### config.mk
export PLATFORM = sky130hd
export DESIGN_NAME = dsos_output_selector
export DESIGN_NICKNAME = d
export VERILOG_FILES = /design/src/common/dsos_pkg.sv /design/src/dsos_output_selector.sv /design/src/dsos_freq_detect.sv /design/src/dsos_link_error.sv
export SDC_FILE = /design/constraint.sdc
export NUM_CORES = 1
export LEC_CHECK = 0
export BUFFER_PORTS_ARGS = -buffer_cell sky130_fd_sc_hd__buf_4
export CAP_MARGIN = 20
export CORE_ASPECT_RATIO = 0.75
export CORE_UTILIZATION = 35
export DETAILED_ROUTE_END_ITERATION = 6
export PLACE_DENSITY = 0.59
export REMOVE_ABC_BUFFERS = 1
export SLEW_MARGIN = 20
export SYNTH_ARGS = -nofsm -noshare
export SYNTH_HDL_FRONTEND = slang
export SYNTH_SLANG_ARGS = --single-unit
### constraint.sdc
create_clock -name mclk -period 6.6 [get_ports mclk]
set_input_delay 0.99 -clock mclk [delete_from_list [all_inputs] [get_ports mclk]]
set_output_delay 0.99 -clock mclk [all_outputs]
set_load 0.03 [all_outputs]
### src/common/dsos_pkg.sv
// Constants and carrier types for the drive status output selector
package dsos_pkg;
	// ****************************************
	// Output selection codes
	// ****************************************
	localparam int SEL_W = 5;
	localparam logic [4:0] SEL_FDT1 = 5'h00;
	localparam logic [4:0] SEL_FDT2 = 5'h01;
	localparam logic [4:0] SEL_FDT3 = 5'h02;
	localparam logic [4:0] SEL_FDT4 = 5'h03;
	localparam logic [4:0] SEL_FDT5 = 5'h04;
	localparam logic [4:0] SEL_MOTOR_OL = 5'h05;
	localparam logic [4:0] SEL_DRIVE_OL = 5'h06;
	localparam logic [4:0] SEL_STALL = 5'h07;
	localparam logic [4:0] SEL_OVER_VOLT = 5'h08;
	localparam logic [4:0] SEL_LOW_VOLT = 5'h09;
	localparam logic [4:0] SEL_HEATSINK = 5'h0a;
	localparam logic [4:0] SEL_CMD_LOSS = 5'h0b;
	localparam logic [4:0] SEL_RUNNING = 5'h0c;
	localparam logic [4:0] SEL_STOPPED = 5'h0d;
	localparam logic [4:0] SEL_CONST = 5'h0e;
	localparam logic [4:0] SEL_SEARCH = 5'h0f;
	localparam logic [4:0] SEL_WAIT_RUN = 5'h10;
	localparam logic [4:0] SEL_FAULT = 5'h11;
	localparam logic [4:0] SEL_FAN = 5'h12;
	localparam logic [4:0] SEL_BRAKE = 5'h13;
	localparam logic [4:0] SEL_LAST = SEL_BRAKE;
	localparam logic [4:0] TERM_SEL_RESET = SEL_RUNNING;
	localparam logic [4:0] RELAY_SEL_RESET = SEL_FAULT;

	// ****************************************
	// Fault mask and link error routing fields
	// ****************************************
	localparam int MASK_LOW_VOLT = 0;
	localparam int MASK_OTHER_TRIP = 1;
	localparam int MASK_RESTART = 2;
	localparam logic [2:0] MASK_RESET = 3'h2;
	localparam int LINK_TO_TERM = 0;
	localparam int LINK_TO_RELAY = 1;
	localparam logic [1:0] LINK_SEL_RESET = 2'h0;

	// ****************************************
	// Frequencies in 0.01 Hz steps, volts in 1 V steps
	// ****************************************
	localparam int FREQ_W = 16;
	localparam logic [15:0] FREQ_SET_MAX = 16'h9c40;
	localparam logic [15:0] LEVEL_RESET = 16'h0bb8;
	localparam logic [15:0] BAND_RESET = 16'h03e8;
	localparam int VOLT_W = 10;
	localparam logic [9:0] OV_LOW_CLASS = 10'h190;
	localparam logic [9:0] OV_HIGH_CLASS = 10'h334;
	localparam logic [9:0] UV_LOW_CLASS = 10'h0b4;
	localparam logic [9:0] UV_HIGH_CLASS = 10'h168;

	// ****************************************
	// Timing
	// ****************************************
	localparam longint CLK_HZ = 125000000;
	localparam longint LINK_ERR_TIME_MS = 100;
	localparam longint LINK_ERR_CYCLES = LINK_ERR_TIME_MS * CLK_HZ / 1000;

	// Drive conditions sampled every cycle
	typedef struct packed {
		logic otherTrip;
		logic motorOverload;
		logic driveOverload;
		logic stall;
		logic heatsinkHot;
		logic cmdLoss;
		logic runCmd;
		logic outputActive;
		logic stopped;
		logic accel;
		logic decel;
		logic speedSearch;
		logic waitRun;
		logic fanTrip;
		logic brakeUse;
		logic brakeCmd;
	} dsos_status_type;

	// Frequency detector results
	typedef struct packed {
		logic match;
		logic levelMatch;
		logic window;
		logic threshold;
		logic thresholdInv;
	} dsos_fdt_type;
endpackage

### src/dsos_output_selector.sv
// Status output selector for the open collector terminal and relay
`timescale 1ns/1ps

// How it works
// RULE1: Fault code drives output from fault mask
// RULE2: Mask bits: low volt, other trip, restart
// RULE3: Condition one: preset near output frequency
// RULE4: Level and band 0-400 Hz, capped
// RULE5: Condition two: preset equals level, plus one
// RULE6: Condition three: running near detect level
// RULE7: Condition four: accel/decel threshold with hysteresis
// RULE8: Condition five inverts condition four
// RULE9: Over-voltage trip above 400/820 V
// RULE10: Low-voltage trip below 180/360 V
// RULE11: Heatsink overheat asserts output
// RULE12: Command loss asserts output
// RULE13: Running: run command and output voltage
// RULE14: Stopped with no run command
// RULE15: Constant speed, no accel or decel
// RULE16: Waiting for run command, no trip
// RULE17: Fan trip alarm when continuing operation
// RULE18: Brake signal when external brake used
// RULE19: Link error routing field, two bits
// RULE20: Link error only after persisting
// RULE21: Code 5 shows motor overload
// RULE22: Code 7 shows stall regardless of prevention
// RULE23: Outputs registered, follow condition each cycle
// RULE24: Reset gives defaults, outputs low
module dsos_output_selector
#(
	parameter longint LINK_ERR_CYCLES = dsos_pkg::LINK_ERR_CYCLES,
	parameter int LINK_CW = 24
)
(
	input wire logic mclk,
	input wire logic reset,
	input dsos_pkg::dsos_status_type status,
	input wire logic [dsos_pkg::FREQ_W-1:0] presetFreq,
	input wire logic [dsos_pkg::FREQ_W-1:0] outFreq,
	input wire logic [dsos_pkg::FREQ_W-1:0] maxFrequency,
	input wire logic [dsos_pkg::VOLT_W-1:0] dcLinkVolts,
	input wire logic highVoltClass,
	input wire logic [7:0] autoRestartCount,
	input wire logic fanTripBehaviour,
	input wire logic keypadCommError,
	input wire logic levelWrite,
	input wire logic [dsos_pkg::FREQ_W-1:0] levelValue,
	input wire logic bandWrite,
	input wire logic [dsos_pkg::FREQ_W-1:0] bandValue,
	input wire logic termSelWrite,
	input wire logic [dsos_pkg::SEL_W-1:0] termSelValue,
	input wire logic relaySelWrite,
	input wire logic [dsos_pkg::SEL_W-1:0] relaySelValue,
	input wire logic maskWrite,
	input wire logic [2:0] maskValue,
	input wire logic linkSelWrite,
	input wire logic [1:0] linkSelValue,
	output logic openCollectorOutput,
	output logic relayContacts,
	output logic linkErrorFlag,
	output logic overVoltTrip,
	output logic lowVoltTrip,
	output logic settingRejected,
	output logic [dsos_pkg::FREQ_W-1:0] freqDetectLevel,
	output logic [dsos_pkg::FREQ_W-1:0] freqDetectBandwidth,
	output logic [dsos_pkg::SEL_W-1:0] terminalOutputSelect,
	output logic [dsos_pkg::SEL_W-1:0] relayOutputSelect,
	output logic [2:0] faultRelayMask,
	output logic [1:0] linkErrorOutputSelect
);
	import dsos_pkg::*;

	// ****************************************
	// State and local signals
	// ****************************************
	typedef struct packed {
		logic [FREQ_W-1:0] level;
		logic [FREQ_W-1:0] band;
		logic [SEL_W-1:0] termSel;
		logic [SEL_W-1:0] relaySel;
		logic [2:0] mask;
		logic [1:0] linkSel;
		logic termOut;
		logic relayOut;
		logic ovTrip;
		logic uvTrip;
		logic rejected;
	} dsos_state_type;

	dsos_state_type s;
	dsos_state_type next_s;
	dsos_fdt_type fdt;
	logic linkError;
	logic [19:0] cond;
	logic ovNow;
	logic uvNow;
	logic anyTrip;
	logic faultOut;
	logic [FREQ_W-1:0] freqCap;

	if (LINK_ERR_CYCLES < 1)
		$error("dsos_output_selector: LINK_ERR_CYCLES must be positive");
	if ((longint'(1) << LINK_CW) < LINK_ERR_CYCLES)
		$error("dsos_output_selector: LINK_CW too narrow");

	// ****************************************
	// Helpers
	// ****************************************

	// Pick one condition by selection code; unknown codes read low
	function automatic logic pickCond(input logic [SEL_W-1:0] code,
		input logic [19:0] c);
		if (code <= SEL_LAST)
			pickCond = c[code];
		else
			pickCond = 1'b0;
	endfunction

	// A frequency setting is legal up to 400 Hz and the maximum
	function automatic logic freqOk(input logic [FREQ_W-1:0] v,
		input logic [FREQ_W-1:0] cap);
		freqOk = v <= cap;
	endfunction

	// ****************************************
	// Sub blocks
	// ****************************************
	dsos_freq_detect
	#(
		.FW(FREQ_W)
	)
	u_freq
	(
		.mclk(mclk),
		.reset(reset),
		.presetFreq(presetFreq),
		.outFreq(outFreq),
		.level(s.level),
		.band(s.band),
		.accel(status.accel),
		.decel(status.decel),
		.fdt(fdt)
	);

	dsos_link_error
	#(
		.CW(LINK_CW),
		.HOLD(LINK_ERR_CYCLES)
	)
	u_link
	(
		.mclk(mclk),
		.reset(reset),
		.commError(keypadCommError),
		.linkError(linkError)
	);

	// ****************************************
	// Voltage trips
	// ****************************************

	// Thresholds switch with the voltage class strap
	assign ovNow = dcLinkVolts > (highVoltClass ? OV_HIGH_CLASS
		: OV_LOW_CLASS); // see RULE9
	assign uvNow = dcLinkVolts < (highVoltClass ? UV_HIGH_CLASS
		: UV_LOW_CLASS); // see RULE10
	assign anyTrip = ovNow || uvNow || status.otherTrip;

	// ****************************************
	// Fault output from the mask
	// ****************************************

	// Restart bit is a level: it holds while tries are configured
	assign faultOut = (s.mask[MASK_LOW_VOLT] && uvNow)
		|| (s.mask[MASK_OTHER_TRIP] && (ovNow || status.otherTrip))
		|| (s.mask[MASK_RESTART] && (autoRestartCount != 8'h00));
		// see RULE2

	// ****************************************
	// Condition vector, indexed by selection code
	// ****************************************
	always_comb
	begin
		cond = '0;
		cond[SEL_FDT1] = fdt.match; // see RULE3
		cond[SEL_FDT2] = fdt.levelMatch; // see RULE5
		cond[SEL_FDT3] = fdt.window; // see RULE6
		cond[SEL_FDT4] = fdt.threshold; // see RULE7
		cond[SEL_FDT5] = fdt.thresholdInv; // see RULE8
		cond[SEL_MOTOR_OL] = status.motorOverload; // see RULE21
		cond[SEL_DRIVE_OL] = status.driveOverload;
		cond[SEL_STALL] = status.stall; // see RULE22
		cond[SEL_OVER_VOLT] = ovNow; // see RULE9
		cond[SEL_LOW_VOLT] = uvNow; // see RULE10
		cond[SEL_HEATSINK] = status.heatsinkHot; // see RULE11
		cond[SEL_CMD_LOSS] = status.cmdLoss; // see RULE12
		cond[SEL_RUNNING] = status.runCmd
			&& status.outputActive; // see RULE13
		cond[SEL_STOPPED] = status.stopped
			&& !status.runCmd; // see RULE14
		cond[SEL_CONST] = status.runCmd && status.outputActive
			&& !status.accel && !status.decel; // see RULE15
		cond[SEL_SEARCH] = status.speedSearch;
		cond[SEL_WAIT_RUN] = status.waitRun && !anyTrip; // see RULE16
		cond[SEL_FAULT] = faultOut; // see RULE1
		cond[SEL_FAN] = status.fanTrip
			&& !fanTripBehaviour; // see RULE17
		cond[SEL_BRAKE] = status.brakeUse
			&& status.brakeCmd; // see RULE18
	end

	// ****************************************
	// Next state
	// ****************************************

	// Settings cap at the lower of 400 Hz and the maximum frequency
	assign freqCap = (maxFrequency < FREQ_SET_MAX) ? maxFrequency
		: FREQ_SET_MAX;

	// Illegal writes keep the old setting and pulse the reject flag
	always_comb
	begin
		next_s = s;
		next_s.rejected = 1'b0;
		if (levelWrite)
		begin
			if (freqOk(levelValue, freqCap))
				next_s.level = levelValue; // see RULE4
			else
				next_s.rejected = 1'b1; // see RULE4
		end
		if (bandWrite)
		begin
			if (freqOk(bandValue, freqCap))
				next_s.band = bandValue; // see RULE4
			else
				next_s.rejected = 1'b1; // see RULE4
		end
		if (termSelWrite)
		begin
			if (termSelValue <= SEL_LAST)
				next_s.termSel = termSelValue;
			else
				next_s.rejected = 1'b1;
		end
		if (relaySelWrite)
		begin
			if (relaySelValue <= SEL_LAST)
				next_s.relaySel = relaySelValue;
			else
				next_s.rejected = 1'b1;
		end
		if (maskWrite)
			next_s.mask = maskValue;
		if (linkSelWrite)
			next_s.linkSel = linkSelValue; // see RULE19
		// Outputs are recomputed every cycle from live conditions
		next_s.termOut = pickCond(s.termSel, cond)
			|| (s.linkSel[LINK_TO_TERM] && linkError); // see RULE23
		next_s.relayOut = pickCond(s.relaySel, cond)
			|| (s.linkSel[LINK_TO_RELAY] && linkError); // see RULE19
		next_s.ovTrip = ovNow;
		next_s.uvTrip = uvNow;
	end

	// ****************************************
	// State register
	// ****************************************

	// Reset loads defaults and holds the terminal and relay outputs low
	always_ff @(posedge mclk)
	begin
		if (reset)
		begin
			s <= '0;
			s.level <= LEVEL_RESET; // see RULE24
			s.band <= BAND_RESET; // see RULE24
			s.termSel <= TERM_SEL_RESET; // see RULE24
			s.relaySel <= RELAY_SEL_RESET; // see RULE24
			s.mask <= MASK_RESET;
			s.linkSel <= LINK_SEL_RESET;
		end
		else
			s <= next_s; // see RULE23
	end

	// ****************************************
	// Outputs
	// ****************************************

	// Every output is a flip-flop
	assign openCollectorOutput = s.termOut;
	assign relayContacts = s.relayOut;
	assign linkErrorFlag = linkError; // see RULE20
	assign overVoltTrip = s.ovTrip;
	assign lowVoltTrip = s.uvTrip;
	assign settingRejected = s.rejected;
	assign freqDetectLevel = s.level;
	assign freqDetectBandwidth = s.band;
	assign terminalOutputSelect = s.termSel;
	assign relayOutputSelect = s.relaySel;
	assign faultRelayMask = s.mask;
	assign linkErrorOutputSelect = s.linkSel;
endmodule

### src/dsos_freq_detect.sv
// Five frequency detection comparators
`timescale 1ns/1ps
module dsos_freq_detect
#(
	parameter int FW = 16
)
(
	input wire logic mclk,
	input wire logic reset,
	input wire logic [FW-1:0] presetFreq,
	input wire logic [FW-1:0] outFreq,
	input wire logic [FW-1:0] level,
	input wire logic [FW-1:0] band,
	input wire logic accel,
	input wire logic decel,
	output dsos_pkg::dsos_fdt_type fdt
);
	import dsos_pkg::*;

	typedef struct packed {
		logic threshold;
	} dsos_fd_state_type;

	dsos_fd_state_type s;
	dsos_fd_state_type next_s;
	logic [FW-1:0] halfBand;
	logic [FW-1:0] lowThr;

	// Distance between two frequencies
	function automatic logic [FW-1:0] absDiff(input logic [FW-1:0] a,
		input logic [FW-1:0] b);
		absDiff = (a > b) ? a - b : b - a;
	endfunction

	if (FW < 2)
		$error("dsos_freq_detect: FW too small");

	// Half band; the lower threshold saturates at zero
	assign halfBand = band >> 1;
	assign lowThr = (level > halfBand) ? level - halfBand : '0;

	// Threshold output holds at constant speed, giving hysteresis
	always_comb
	begin
		next_s = s;
		if (accel)
			next_s.threshold = outFreq >= level; // see RULE7
		else if (decel)
			next_s.threshold = outFreq > lowThr; // see RULE7
		fdt.match = absDiff(presetFreq, outFreq) <= halfBand; // see RULE3
		fdt.levelMatch = (presetFreq == level) && fdt.match; // see RULE5
		fdt.window = absDiff(level, outFreq) <= halfBand; // see RULE6
		fdt.threshold = next_s.threshold;
		fdt.thresholdInv = !next_s.threshold; // see RULE8
	end

	always_ff @(posedge mclk)
	begin
		if (reset)
			s <= '0;
		else
			s <= next_s;
	end
endmodule

### src/dsos_link_error.sv
// Persistence filter for keypad link communication errors
`timescale 1ns/1ps
module dsos_link_error
#(
	parameter int CW = 24,
	parameter longint HOLD = 12500000
)
(
	input wire logic mclk,
	input wire logic reset,
	input wire logic commError,
	output logic linkError
);
	import dsos_pkg::*;

	typedef struct packed {
		logic [CW-1:0] count;
		logic flag;
	} dsos_le_state_type;

	dsos_le_state_type s;
	dsos_le_state_type next_s;
	localparam logic [CW-1:0] HOLD_CNT = CW'(HOLD - 1);

	if (HOLD < 1 || HOLD > (longint'(1) << CW))
		$error("dsos_link_error: HOLD does not fit the counter");

	// A single good cycle restarts the wait, so bursts shorter than HOLD cycles never flag
	always_comb
	begin
		next_s = s;
		if (!commError)
		begin
			next_s.count = '0;
			next_s.flag = 1'b0;
		end
		else if (s.count >= HOLD_CNT)
			next_s.flag = 1'b1; // see RULE20
		else
			next_s.count = s.count + 1'b1;
	end

	assign linkError = s.flag;

	always_ff @(posedge mclk)
	begin
		if (reset)
			s <= '0;
		else
			s <= next_s;
	end
endmodule

* After elaboration in Yosys (flattened, before gate mapping)
Cells that the tools add are included.
** Word-level totals
- Bits of input ports :: 140
- Word-level logic and storage cells :: 95
- Output and inout bits :: 53
- Register bits :: 78
** Cells by class
- Order comparisons :: 19
- Bitwise logic cells :: 1
- Reduce and logical (&&, ||, !) cells :: 32
- Mux-type cells :: 22
- Equal/unequal tests :: 1
- Add/subtract/negate cells :: 6
** Operator list (number)
- $mux W16 :: 4
- $sub A16 B16 Y16 :: 4
- $gt A16 B16 Y1 :: 3
- $le A16 B15 Y1 :: 2
- $le A16 B16 Y1 :: 2
- $add A24 B1 Y24 const B :: 1
- $ge A24 B24 Y1 const B :: 1
- $le A5 B5 Y1 const B :: 4
- $eq A16 B16 Y1 :: 1
- $ge A16 B16 Y1 :: 1
- $gt A16 B15 Y1 :: 1
- $lt A16 B16 Y1 const B :: 1
- $sub A16 B15 Y16 :: 1
- $mux W1 :: 14
- $logic_and A1 B1 Y1 :: 13
- $lt A5 B6 Y1 const B :: 2
- $bmux W1 S5 :: 2
- $gt A10 B10 Y1 :: 1
- $lt A10 B9 Y1 :: 1
- $mux W10 :: 1
- $mux W9 :: 1
- $reduce_and A2 Y1 :: 4
- $reduce_bool A8 Y1 :: 1
- $logic_or A1 B1 Y1 :: 7
- other kinds (3) :: 8

* Logic depth before layout (Yosys ltp)
Gate-level depths: netlist (run 1).
- Depth after elaboration :: 11
- Depth in mapped cells :: 22
- Depth with buffers taken out :: 21

* Cells and area by module
From an unflattened synthesis (run 1), not the netlist that was laid out.
** Second synthesis, totals
- Cells, all modules :: 1271
- Area, all modules :: 10100.9 um^2
** By module, submodules not included
- dsos_freq_detect :: area an instance 5091.1 um^2, sequential area each 20.0 um^2, instances 1, cells an instance 690
- dsos_output_selector :: area an instance 3691.0 um^2, sequential area each 1041.0 um^2, instances 1, cells an instance 422
- dsos_link_error :: area an instance 1318.8 um^2, sequential area each 500.5 um^2, instances 1, cells an instance 159

* Least setup slack after synthesis (run 1)
OpenSTA, ideal clock, no wires.
- Path type :: input to register
- From :: in outFreq[0] in the netlist's numbering
- To :: reg s (netlist bit relayContacts)
- Arrival :: 4883 ps
- Buffers on the path :: 1
- Stages on the path :: 21
- Path slack :: 1630 ps
- Data required time :: 6513 ps
- Setup time :: 87 ps
- Cells stage by stage :: ha_1 > inv_1 > fa_1 > a211oi_2 > o211ai_1 > and3_1 > o31ai_4 > buf_4 > mux2i_1 > o21ai_0 > a221oi_1 > xnor2_1 > ha_1 > a211o_1 > o211ai_1 > a21oi_1 > o21ai_0 > a32oi_1 > a2111oi_0 > a2111oi_0 > o31ai_1
** On the way
- Cells in the longest elaborated chain, start to end :: 8
- Elaborated cells between the ends (all ways) :: 20
- Those cells by class :: 4 x add/sub; 6 x order compare; 7 x mux; 3 x reduce/logical
** Ends and longest elaborated chain
- start, declared :: line dsos_output_selector.sv:39 : input wire logic [dsos_pkg::FREQ_W-1:0] outFreq,
- $sub A16 B16 Y16, or another cell as far along :: line dsos_freq_detect.sv:32 : absDiff = (a > b) ? a - b : b - a;
- $mux W16 / $mux W1 (equally long branches) :: line dsos_freq_detect.sv:32, dsos_freq_detect.sv:48
- $le A16 B15 Y1 / $mux W1 (equally long branches) :: line dsos_freq_detect.sv:50, dsos_freq_detect.sv:46
- $logic_and A1 B1 Y1 / $logic_not A1 Y1 (equally long branches) :: line dsos_freq_detect.sv:51, dsos_freq_detect.sv:54
- $bmux W1 S5 (*) :: line dsos_output_selector.sv:114 : pickCond = c[code];
- $mux W1 (implied by the code) (*) :: line dsos_output_selector.sv:114
- $mux W1 (*) :: line dsos_output_selector.sv:113 : if (code <= SEL_LAST)
- $logic_or A1 B1 Y1 (*) :: line dsos_output_selector.sv:261 : || (s.linkSel[LINK_TO_RELAY] && linkError);
- end signal, assigned :: line dsos_output_selector.sv:284 : s <= next_s;
- end, declared :: line dsos_output_selector.sv:90 : dsos_state_type s;
Mark *: on every way between the ends. The rest lies on a longest branch, timed or not. The select of a mux whose other input is x is not followed.
A chain may end at the register's enable or synchronous reset.

* Worst setup path in the final report (run 1)
- From :: in outFreq[1] in the netlist's numbering
- To :: reg s (netlist bit relayContacts)
Same word-level chain as after synthesis.

==> results of run 1 <==
cell usage in the layout (no fill, tap or decap), drive strengths merged, types with 30 or more instances in the layout:
| cell | netlist | final |
|---|---|---|
| a21o | 30 | 30 |
| dfxtp | 78 | 78 |
| nand4 | 38 | 38 |
| inv | 93 | 98 |
| nor3 | 32 | 32 |
| mux2i | 47 | 47 |
| a21oi | 90 | 90 |
| nand3 | 53 | 53 |
| nand2 | 122 | 122 |
| nor2 | 101 | 101 |
| xor2 | 31 | 31 |
| ha | 166 | 166 |
| o21ai | 66 | 66 |
| buf | 19 | 200 |
| xnor2 | 37 | 37 |
critical path: stages:
cell and delay [ns]:
buf_4 0.14, inv_1 0.13, fa_1 0.50, a211oi_2 0.27, o211ai_1 0.16, and3_1 0.24
o31ai_4 0.49, mux2i_1 0.20, a311oi_1 0.51, o21ai_0 0.18, xor2_1 0.17, ha_1 0.30
o211ai_1 0.09, a21oi_1 0.15, o21ai_0 0.09, a32oi_1 0.43, a2111oi_0 0.14, a2111oi_0 0.42
o31ai_1 0.13
layout make-up:
class                           instances  area, um2
Sequential cell                        78       1560
Tap cell                              351        439
Multi-Input combinational cell       1063       7660
Clock inverter                          7       73.8
Inverter                               93        349
Timing Repair Buffer                  200       1500
Clock buffer                            9        225
Fill cell                            2755      15400
cell families (layout without fill, tap and decap cells):
family / after synthesis / in the layout / synth area share (%)
and+or+nand+nor: 449 / 449 / 22.3
AOI/OAI and AO/OA: 322 / 322 / 21.8
adders and majority gates: 171 / 171 / 22.2
buffers and inverters: 148 / 309 / 5.95
DFF: 78 / 78 / 15.9
xor gates and xnor gates: 68 / 68 / 6.08
muxes: 53 / 53 / 5.72
power by group:
part           internal (mW)  switching (mW)  total (mW)
logic                  0.473           0.653        1.13
clock network          0.268           0.235       0.503
registers              0.496          0.0425       0.538
total                   1.24           0.930        2.17
worst min-delay path by stage:
stage | end | slack, ns | depth (start not counted)
after CTS | u_link.linkError$_SDFFE_PP0P_ | 0.49 | 2
final | u_link.linkError$_SDFFE_PP0P_ | 0.48 | 2
after global routing | u_link.linkError$_SDFFE_PP0P_ | 0.50 | 2
after detailed placement | u_link.linkError$_SDFFE_PP0P_ | 0.48 | 2
after global placement | u_link.s[24]$_SDFFE_PP0N_ | 0.47 | 1
after floorplan | u_link.s[22]$_SDFFE_PP0N_ | 0.46 | 2
per-layer routing:
metal	wire length (um)	share of wire (%)
met5	0	0
met4	391	1.1
met3	2260	6.6
met2	13700	40
met1	17800	52
state kept, by name (all words and copies together), names as in the netlist, 2 cells and up:
| name | count |
|---|---|
| freqDetectBandwidth | 16 |
| freqDetectLevel | 16 |
| relayOutputSelect | 5 |
| u_link.s | 24 |
| terminalOutputSelect | 5 |
| linkErrorOutputSelect | 2 |
| faultRelayMask | 3 |
stage by stage:
step                      hold slack, ns  util (%)
after floorplan                    0.458         -
after global placement             0.471      42.2
after detailed placement           0.477      42.2
after CTS                          0.488      43.3
after global routing               0.504      43.3
final                              0.483      43.3
==> summary.md, run 1 <==
| Metric | Value |
|---|---|
| Iter 0 DRT Violations | roughly 720 |
| Share of synthesized flip-flops with an asynchronous set or reset | 0% |
| Hold Violations, Final | 0 |
| Vias in the first global route | slightly above 9000 |
| Via count | just over 10000 |
| Total die area | approximately 29000 um2 |
| Power, Total | between 2 and 2.5 mW |
| All-layer global routing usage | a little under a quarter |
| Height of the die | roughly 150 um |
| M1 GR Usage | between 30% and 40% |
| Unrepaired setup endpoints after global routing | false |
| GRT Residual Overflow | 0 |
| Post-CTS clock slew at the launch and capture registers of the worst setup and hold paths | about 0.08 ns |
| Worst endpoint required time | just under 7 ns |
| Launching element type of the critical path | input pin |
| Number of iterations in the first detailed-routing pass | 5 |
| Post-cts hold buffer count | 0 |
| Detailed-route wire length | around 34 mm |
| CTS tree | done |
| Cell taking the most area after synthesis | ha_1 |
| Max Cap Violations | 0 |
| H-tree lvl count | 3 |
| Post-CTS setup repair buffer count | 0 |
| Worst setup skew after layout | 0.0172 ns |
| Count of antenna diodes in the layout | 0 |
| Synth Register Bits | 78 |
| Quantity of gates resized following cts | 0 |
| Synthesized instance count | 1289 |
| Number of warnings issued by yosys | 0 |
| Placeable core region | 27300 um2 |
| Synth Flop Type | dfxtp_1 |
| Horizontal die dimension | about 200 um |
| Time the worst path needs with I/O delays and setup | ~5.5 ns |
| Pre-CTS setup slack | 0.733 ns |
| Share of synthesized area occupied by flip-flops and latches | 15.9% |
| Outcome | finished clean |
| Initial core utilization | about 36% |
| Portion of the clock cycle consumed by the worst path in the final layout | 83.5% |
| Layer carrying the most global-route usage | met1 |
| Worst rel slew slack | 31.7% |
| Layout cell share with drive strength beyond 1 | between 15 and 20% |
| CP Capture Type | flip-flop |
| Post-layout net count | between 1500 and 2000 |
| Beginning of the critical path | outFreq[1] |
| Quantity of I/O buffers inserted on ports | ~190 |
| Count of flip-flops with a built-in enable after synthesis | 0 |
| Launch instance of the worst min-delay path | u_link.linkError$_SDFFE_PP0P_ |
| Final cell count without fillers | roughly 1800 |
| Average routed wire per standard cell | around 19 um |
| Setup slack of the critical path after layout | around 1.1 ns |
| Static Leakage | 5.55 nW |
| Slack of the worst reg-to-reg path | between 1 and 1.5 ns |
| Most frequent cell after synthesis | ha_1 |
| Total Negative Setup Slacks | 0 ns |
| Maximum fanout encountered on the critical timing path | 11 |
| CTS Buffer Depth | 2 |
| Maximum number of pins on one net before global-route repair | between 40 and 50 |
| Tightest Pin Transition | 1.01 ns |
| Post-synthesis average cell area | 7.60 um2 |
| Category of the most critical setup path | in -> reg |
| Maximum vdd drop | approximately 0.000099 V |
| Power density cells | between 150 and 200 nW/um2 |
| Later-pin clock latency in the skew report | 0.35 ns |
| Placed Cells incl. Taps | approximately 1800 |
| Reg-to-Reg Start | freqDetectBandwidth[1]$_SDFFE_PP0P_ |
| Worst setup endpoint | relayContacts$_SDFF_PP0_ |
| Leading post-synthesis cells by instance count | ha_1 (166), nand2_1 (122), nor2_1 (101) |
| Final setup viols | 0 |
| Post-route ant nets | 0 |
| Worst R2R End | relayContacts$_SDFF_PP0_ |
| Clock root buffer master | clkbuf_16 |
| Global-route track usage on met2 | around 34% |
| Total clock buffers created by CTS | 9 |
| Logic depth of the worst register-to-register path | 20 |
| Placement Rows | 52 |
| Distinct cells, synth | between 70 and 80 |
| Post-synthesis cell area | just under 10000 um2 |
| Number of remaining DRC errors | 0 |
| Final estimated routing congestion in global placement | between 0.9 and 1 |
| First-pass GRT wire length | approximately 53 mm |
| Path category of the worst min-delay check | reg -> reg |
| Layout-stage area growth over the synthesis result | 20.6% |
| Post-Layout Inst Area | roughly 12000 um2 |
| Total cell area at the placement stage | 11500 um2 |
| Clock sink count | 78 |
| Detailed placement HPWL | around 29 mm |
| Met3 usage in global routing | roughly 3.8% |
| Dominant cells by area after synthesis | ha_1 (21%), dfxtp_1 (16%), mux2i_1 (4.8%), nand2_1 (4.7%), a21oi_1 (4.6%) |
| Final max-slew violation count | 0 |
| I/O pin count | 193 |
| Vias per cell | 5.59 |
| Antenna violations before repair | 0 |
| CP Data Arrival Time | between 5 and 6 ns |
| Max frequency | between 0.15 and 0.2 GHz |
| Post-synth top area share | 21.2% |
Power figures use the tool's default switching activity.
==> inputs of run 2 (changes only) <==
==> constraint.sdc (replaced) <==
create_clock -name mclk -period 5.25 [get_ports mclk]
set_input_delay 0.7875 -clock mclk [delete_from_list [all_inputs] [get_ports mclk]]
set_output_delay 0.7875 -clock mclk [all_outputs]
set_load 0.03 [all_outputs]
==> run 2 against run 1 <==
Compared with the run above: sequential share of layout area down 0.45 points; via count rose by 1.2%; sequential power up 22%; first-iteration DRC count increased by 6.3%; highest routed layer unchanged.
==> summary.md, run 2 (synthesis gave the netlist of run 1 again) <==
| Metric | Value |
|---|---|
| Max Cap Violations | 0 (unchanged) |
| Quantity of I/O buffers inserted on ports | 192 (unchanged) |
| CTS tree | done |
| Cell internal power dissipation | 1.61 mW (+30%) |
| Maximum fanout encountered on the critical timing path | 7 (-4) |
| Post-layout net count | 1808 (+3.0%) |
| Final setup viols | 0 (unchanged) |
| Placeable core region | 27300 um2 (unchanged) |
| Height of the die | 147 um (unchanged) |
| Clock root buffer master | clkbuf_16 |
| Pre-CTS setup slack | -0.102 ns (-0.835 ns) |
| Worst setup skew after layout | 0.0146 ns (-0.00261 ns) |
| Leading cell types in the layout, fill and taps excluded | buf_4 (251), ha_1 (166), nand2_1 (122) |
| Time the worst path needs with I/O delays and setup | between 5 and 6 ns |
| Number of remaining DRC errors | 0 (unchanged) |
| Clk network pwr share | 21.9% (-1.3 points) |
| Total die area | 28700 um2 (unchanged) |
| Placement Rows | 52 (unchanged) |
| Worst rel slew slack | 38.1% (+6.4 points) |
| Max frequency | ~0.20 GHz |
| Maximum number of pins on one net before global-route repair | 47 (unchanged) |
| H-tree lvl count | 3 (unchanged) |
| Total clock buffers created by CTS | 9 (unchanged) |
| Tightest Pin Transition | 0.928 ns (-0.0866 ns) |
| Initial core utilization | 35.9% (unchanged) |
| Global-route track usage on met2 | 34.3% (+0.73 points) |
| Layout-stage area growth over the synthesis result | 24.8% |
| Post-cts hold buffer count | 0 (unchanged) |
| Average routed wire per standard cell | 18.5 um (-2.4%) |
| Detailed placement HPWL | 29.5 mm (+1.5%) |
| Launching element type of the critical path | input pin |
| Logic gate share of total power | 54.3% (+2.4 points) |
| Outcome | finished clean |
| Number of iterations in the first detailed-routing pass | 5 (unchanged) |
| Logic depth of the worst register-to-register path | 23 (+15%) |
| All-layer global routing usage | 23.8% (+0.18 points) |
| Power, Total | 2.77 mW (+28%) |
| Vias per cell | 5.50 (-1.6%) |
| Post-route ant nets | 0 (unchanged) |
| Vias in the first global route | 9696 (+3.6%) |
| Switching power | 1.16 mW (+25%) |
| Final Core Density | 44.9% (+1.5 points) |
| Later-pin clock latency in the skew report | 0.35 ns (about the same) |
| Hold Violations, Final | 0 (unchanged) |
| Layout cell share with drive strength beyond 1 | 20.0% (+3.2 points) |
| Path category of the worst min-delay check | reg -> reg |
| CP Data Arrival Time | 5.32 ns (-0.43 ns) |
| GRT Residual Overflow | 0 (unchanged) |
| Reg-to-Reg Start | freqDetectLevel[0]$_SDFFE_PP0P_ |
| Quantity of gates resized following cts | 0 (unchanged) |
| Met3 usage in global routing | 3.15% (-0.62 points) |
| Net switching share of the total power | 42.0% (-0.93 points) |
| Static Leakage | 5.80 nW (+4.4%) |
| Beginning of the critical path | presetFreq[0] |
| Category of the most critical setup path | in -> reg |
| Via count | 10200 (+1.2%) |
| Most common library cell in the layout ignoring fill and taps | buf_4 |
| CTS Buffer Depth | 2 (unchanged) |
| Count of antenna diodes in the layout | 0 (unchanged) |
| Slack of the worst reg-to-reg path | 0.46 ns (-0.70 ns) |
| Iter 0 DRT Violations | 760 (+6.3%) |
| Setup slack of the critical path after layout | 0.188 ns (-0.899 ns) |
| I/O pin count | 193 (unchanged) |
| Horizontal die dimension | 195 um (unchanged) |
| Portion of the clock cycle consumed by the worst path in the final layout | between 90% and 100% |
| Share of power burned in registers | 23.7% (-1.1 points) |
| Maximum vdd drop | 0.000150 V (+52%) |
| M1 GR Usage | 37.0% (+0.31 points) |
| Power density cells | 227 nW/um2 (+24%) |
| Post-CTS setup repair buffer count | 0 (unchanged) |
| Largest Register | u_link.s |
| CP Capture Type | flip-flop |
| Layer carrying the most global-route usage | met1 |
| Detailed-route wire length | 34.4 mm (+0.44%) |
| First-pass GRT wire length | 53.8 mm (+2.1%) |
| Flip-flop count of the largest register, all copies and words added | 24 (unchanged) |
| Antenna violations before repair | 0 (unchanged) |
| Post-CTS clock slew at the launch and capture registers of the worst setup and hold paths | 0.07 ns (about the same) |
| Final max-slew violation count | 0 (unchanged) |
| Final estimated routing congestion in global placement | 1.01 (+8.2%) |
| Worst R2R End | relayContacts$_SDFF_PP0_ |
| Clock sink count | 78 (unchanged) |
| Worst endpoint required time | 5.51 ns (-1.32 ns) |
| Worst setup endpoint | openCollectorOutput$_SDFF_PP0_ |
run 2: worst max-delay path: stages:
cell	delay, ns
buf_4	0.12
inv_1	0.05
ha_1	0.13
inv_1	0.06
fa_1	0.39
a21o_1	0.19
a22oi_1	0.21
a21oi_1	0.20
a22oi_4	0.34
buf_4	0.20
mux2i_1	0.22
nor2_1	0.07
a41o_1	0.20
nor3_1	0.27
ha_1	0.34
a21oi_1	0.18
o21ai_0	0.10
a221oi_1	0.29
a311oi_1	0.12
a2111oi_1	0.51
a21oi_1	0.10
o311ai_1	0.24
run 2: metal layers:
| layer | up-vias | share of wire (%) |
|---|---|---|
| met4 | 0 | 1.2 |
| met2 | 345 | 40 |
| met5 | - | 0 |
| met3 | 27 | 6.4 |
| met1 | 4737 | 52 |
| li1 | 5086 | - |
run 2: layout make-up:
type                            instances  area [um2]
Multi-Input combinational cell       1063        7690
Fill cell                            2771       15000
Clock inverter                          7        62.6
Clock buffer                            9         225
Tap cell                              351         439
Timing Repair Buffer                  252        1900
Inverter                               93         349
Sequential cell                        78        1560
run 2: power by group through the flow:
stage | sequential [mW] | combinational (mW) | clock (mW)
2_1_floorplan | 0.727 | 0.891 | 0
3_3_place_gp | 0.670 | 1.46 | 0
3_5_place_dp | 0.670 | 1.48 | 0
4_1_cts | 0.657 | 1.49 | 0.623
5_1_grt | 0.662 | 1.67 | 0.648
6_report | 0.658 | 1.51 | 0.608
run 2: worst min-delay path by stage:
stage | start | to | cells after the start
after floorplan | u_link.s[22]$_SDFFE_PP0N_ | u_link.s[22]$_SDFFE_PP0N_ | 2
after global placement | u_link.s[24]$_SDFFE_PP0N_ | u_link.s[24]$_SDFFE_PP0N_ | 1
after detailed placement | u_link.linkError$_SDFFE_PP0P_ | u_link.linkError$_SDFFE_PP0P_ | 2
after CTS | u_link.linkError$_SDFFE_PP0P_ | u_link.linkError$_SDFFE_PP0P_ | 2
after global routing | u_link.s[22]$_SDFFE_PP0N_ | u_link.s[22]$_SDFFE_PP0N_ | 2
final | u_link.linkError$_SDFFE_PP0P_ | u_link.linkError$_SDFFE_PP0P_ | 2
run 2: through the flow:
step | TNS [ns] | hold slack, ns | area (um2) | instances
after CTS | 0 | 0.492 | 12200 | 1853
after global placement | -0.0695 | 0.477 | 11900 | 1837
final | 0 | 0.490 | 12200 | 1853
after global routing | -0.00377 | 0.506 | 12200 | 1853
after detailed placement | -0.139 | 0.482 | 11900 | 1837
after floorplan | 0 | 0.458 | 9560 | 1234
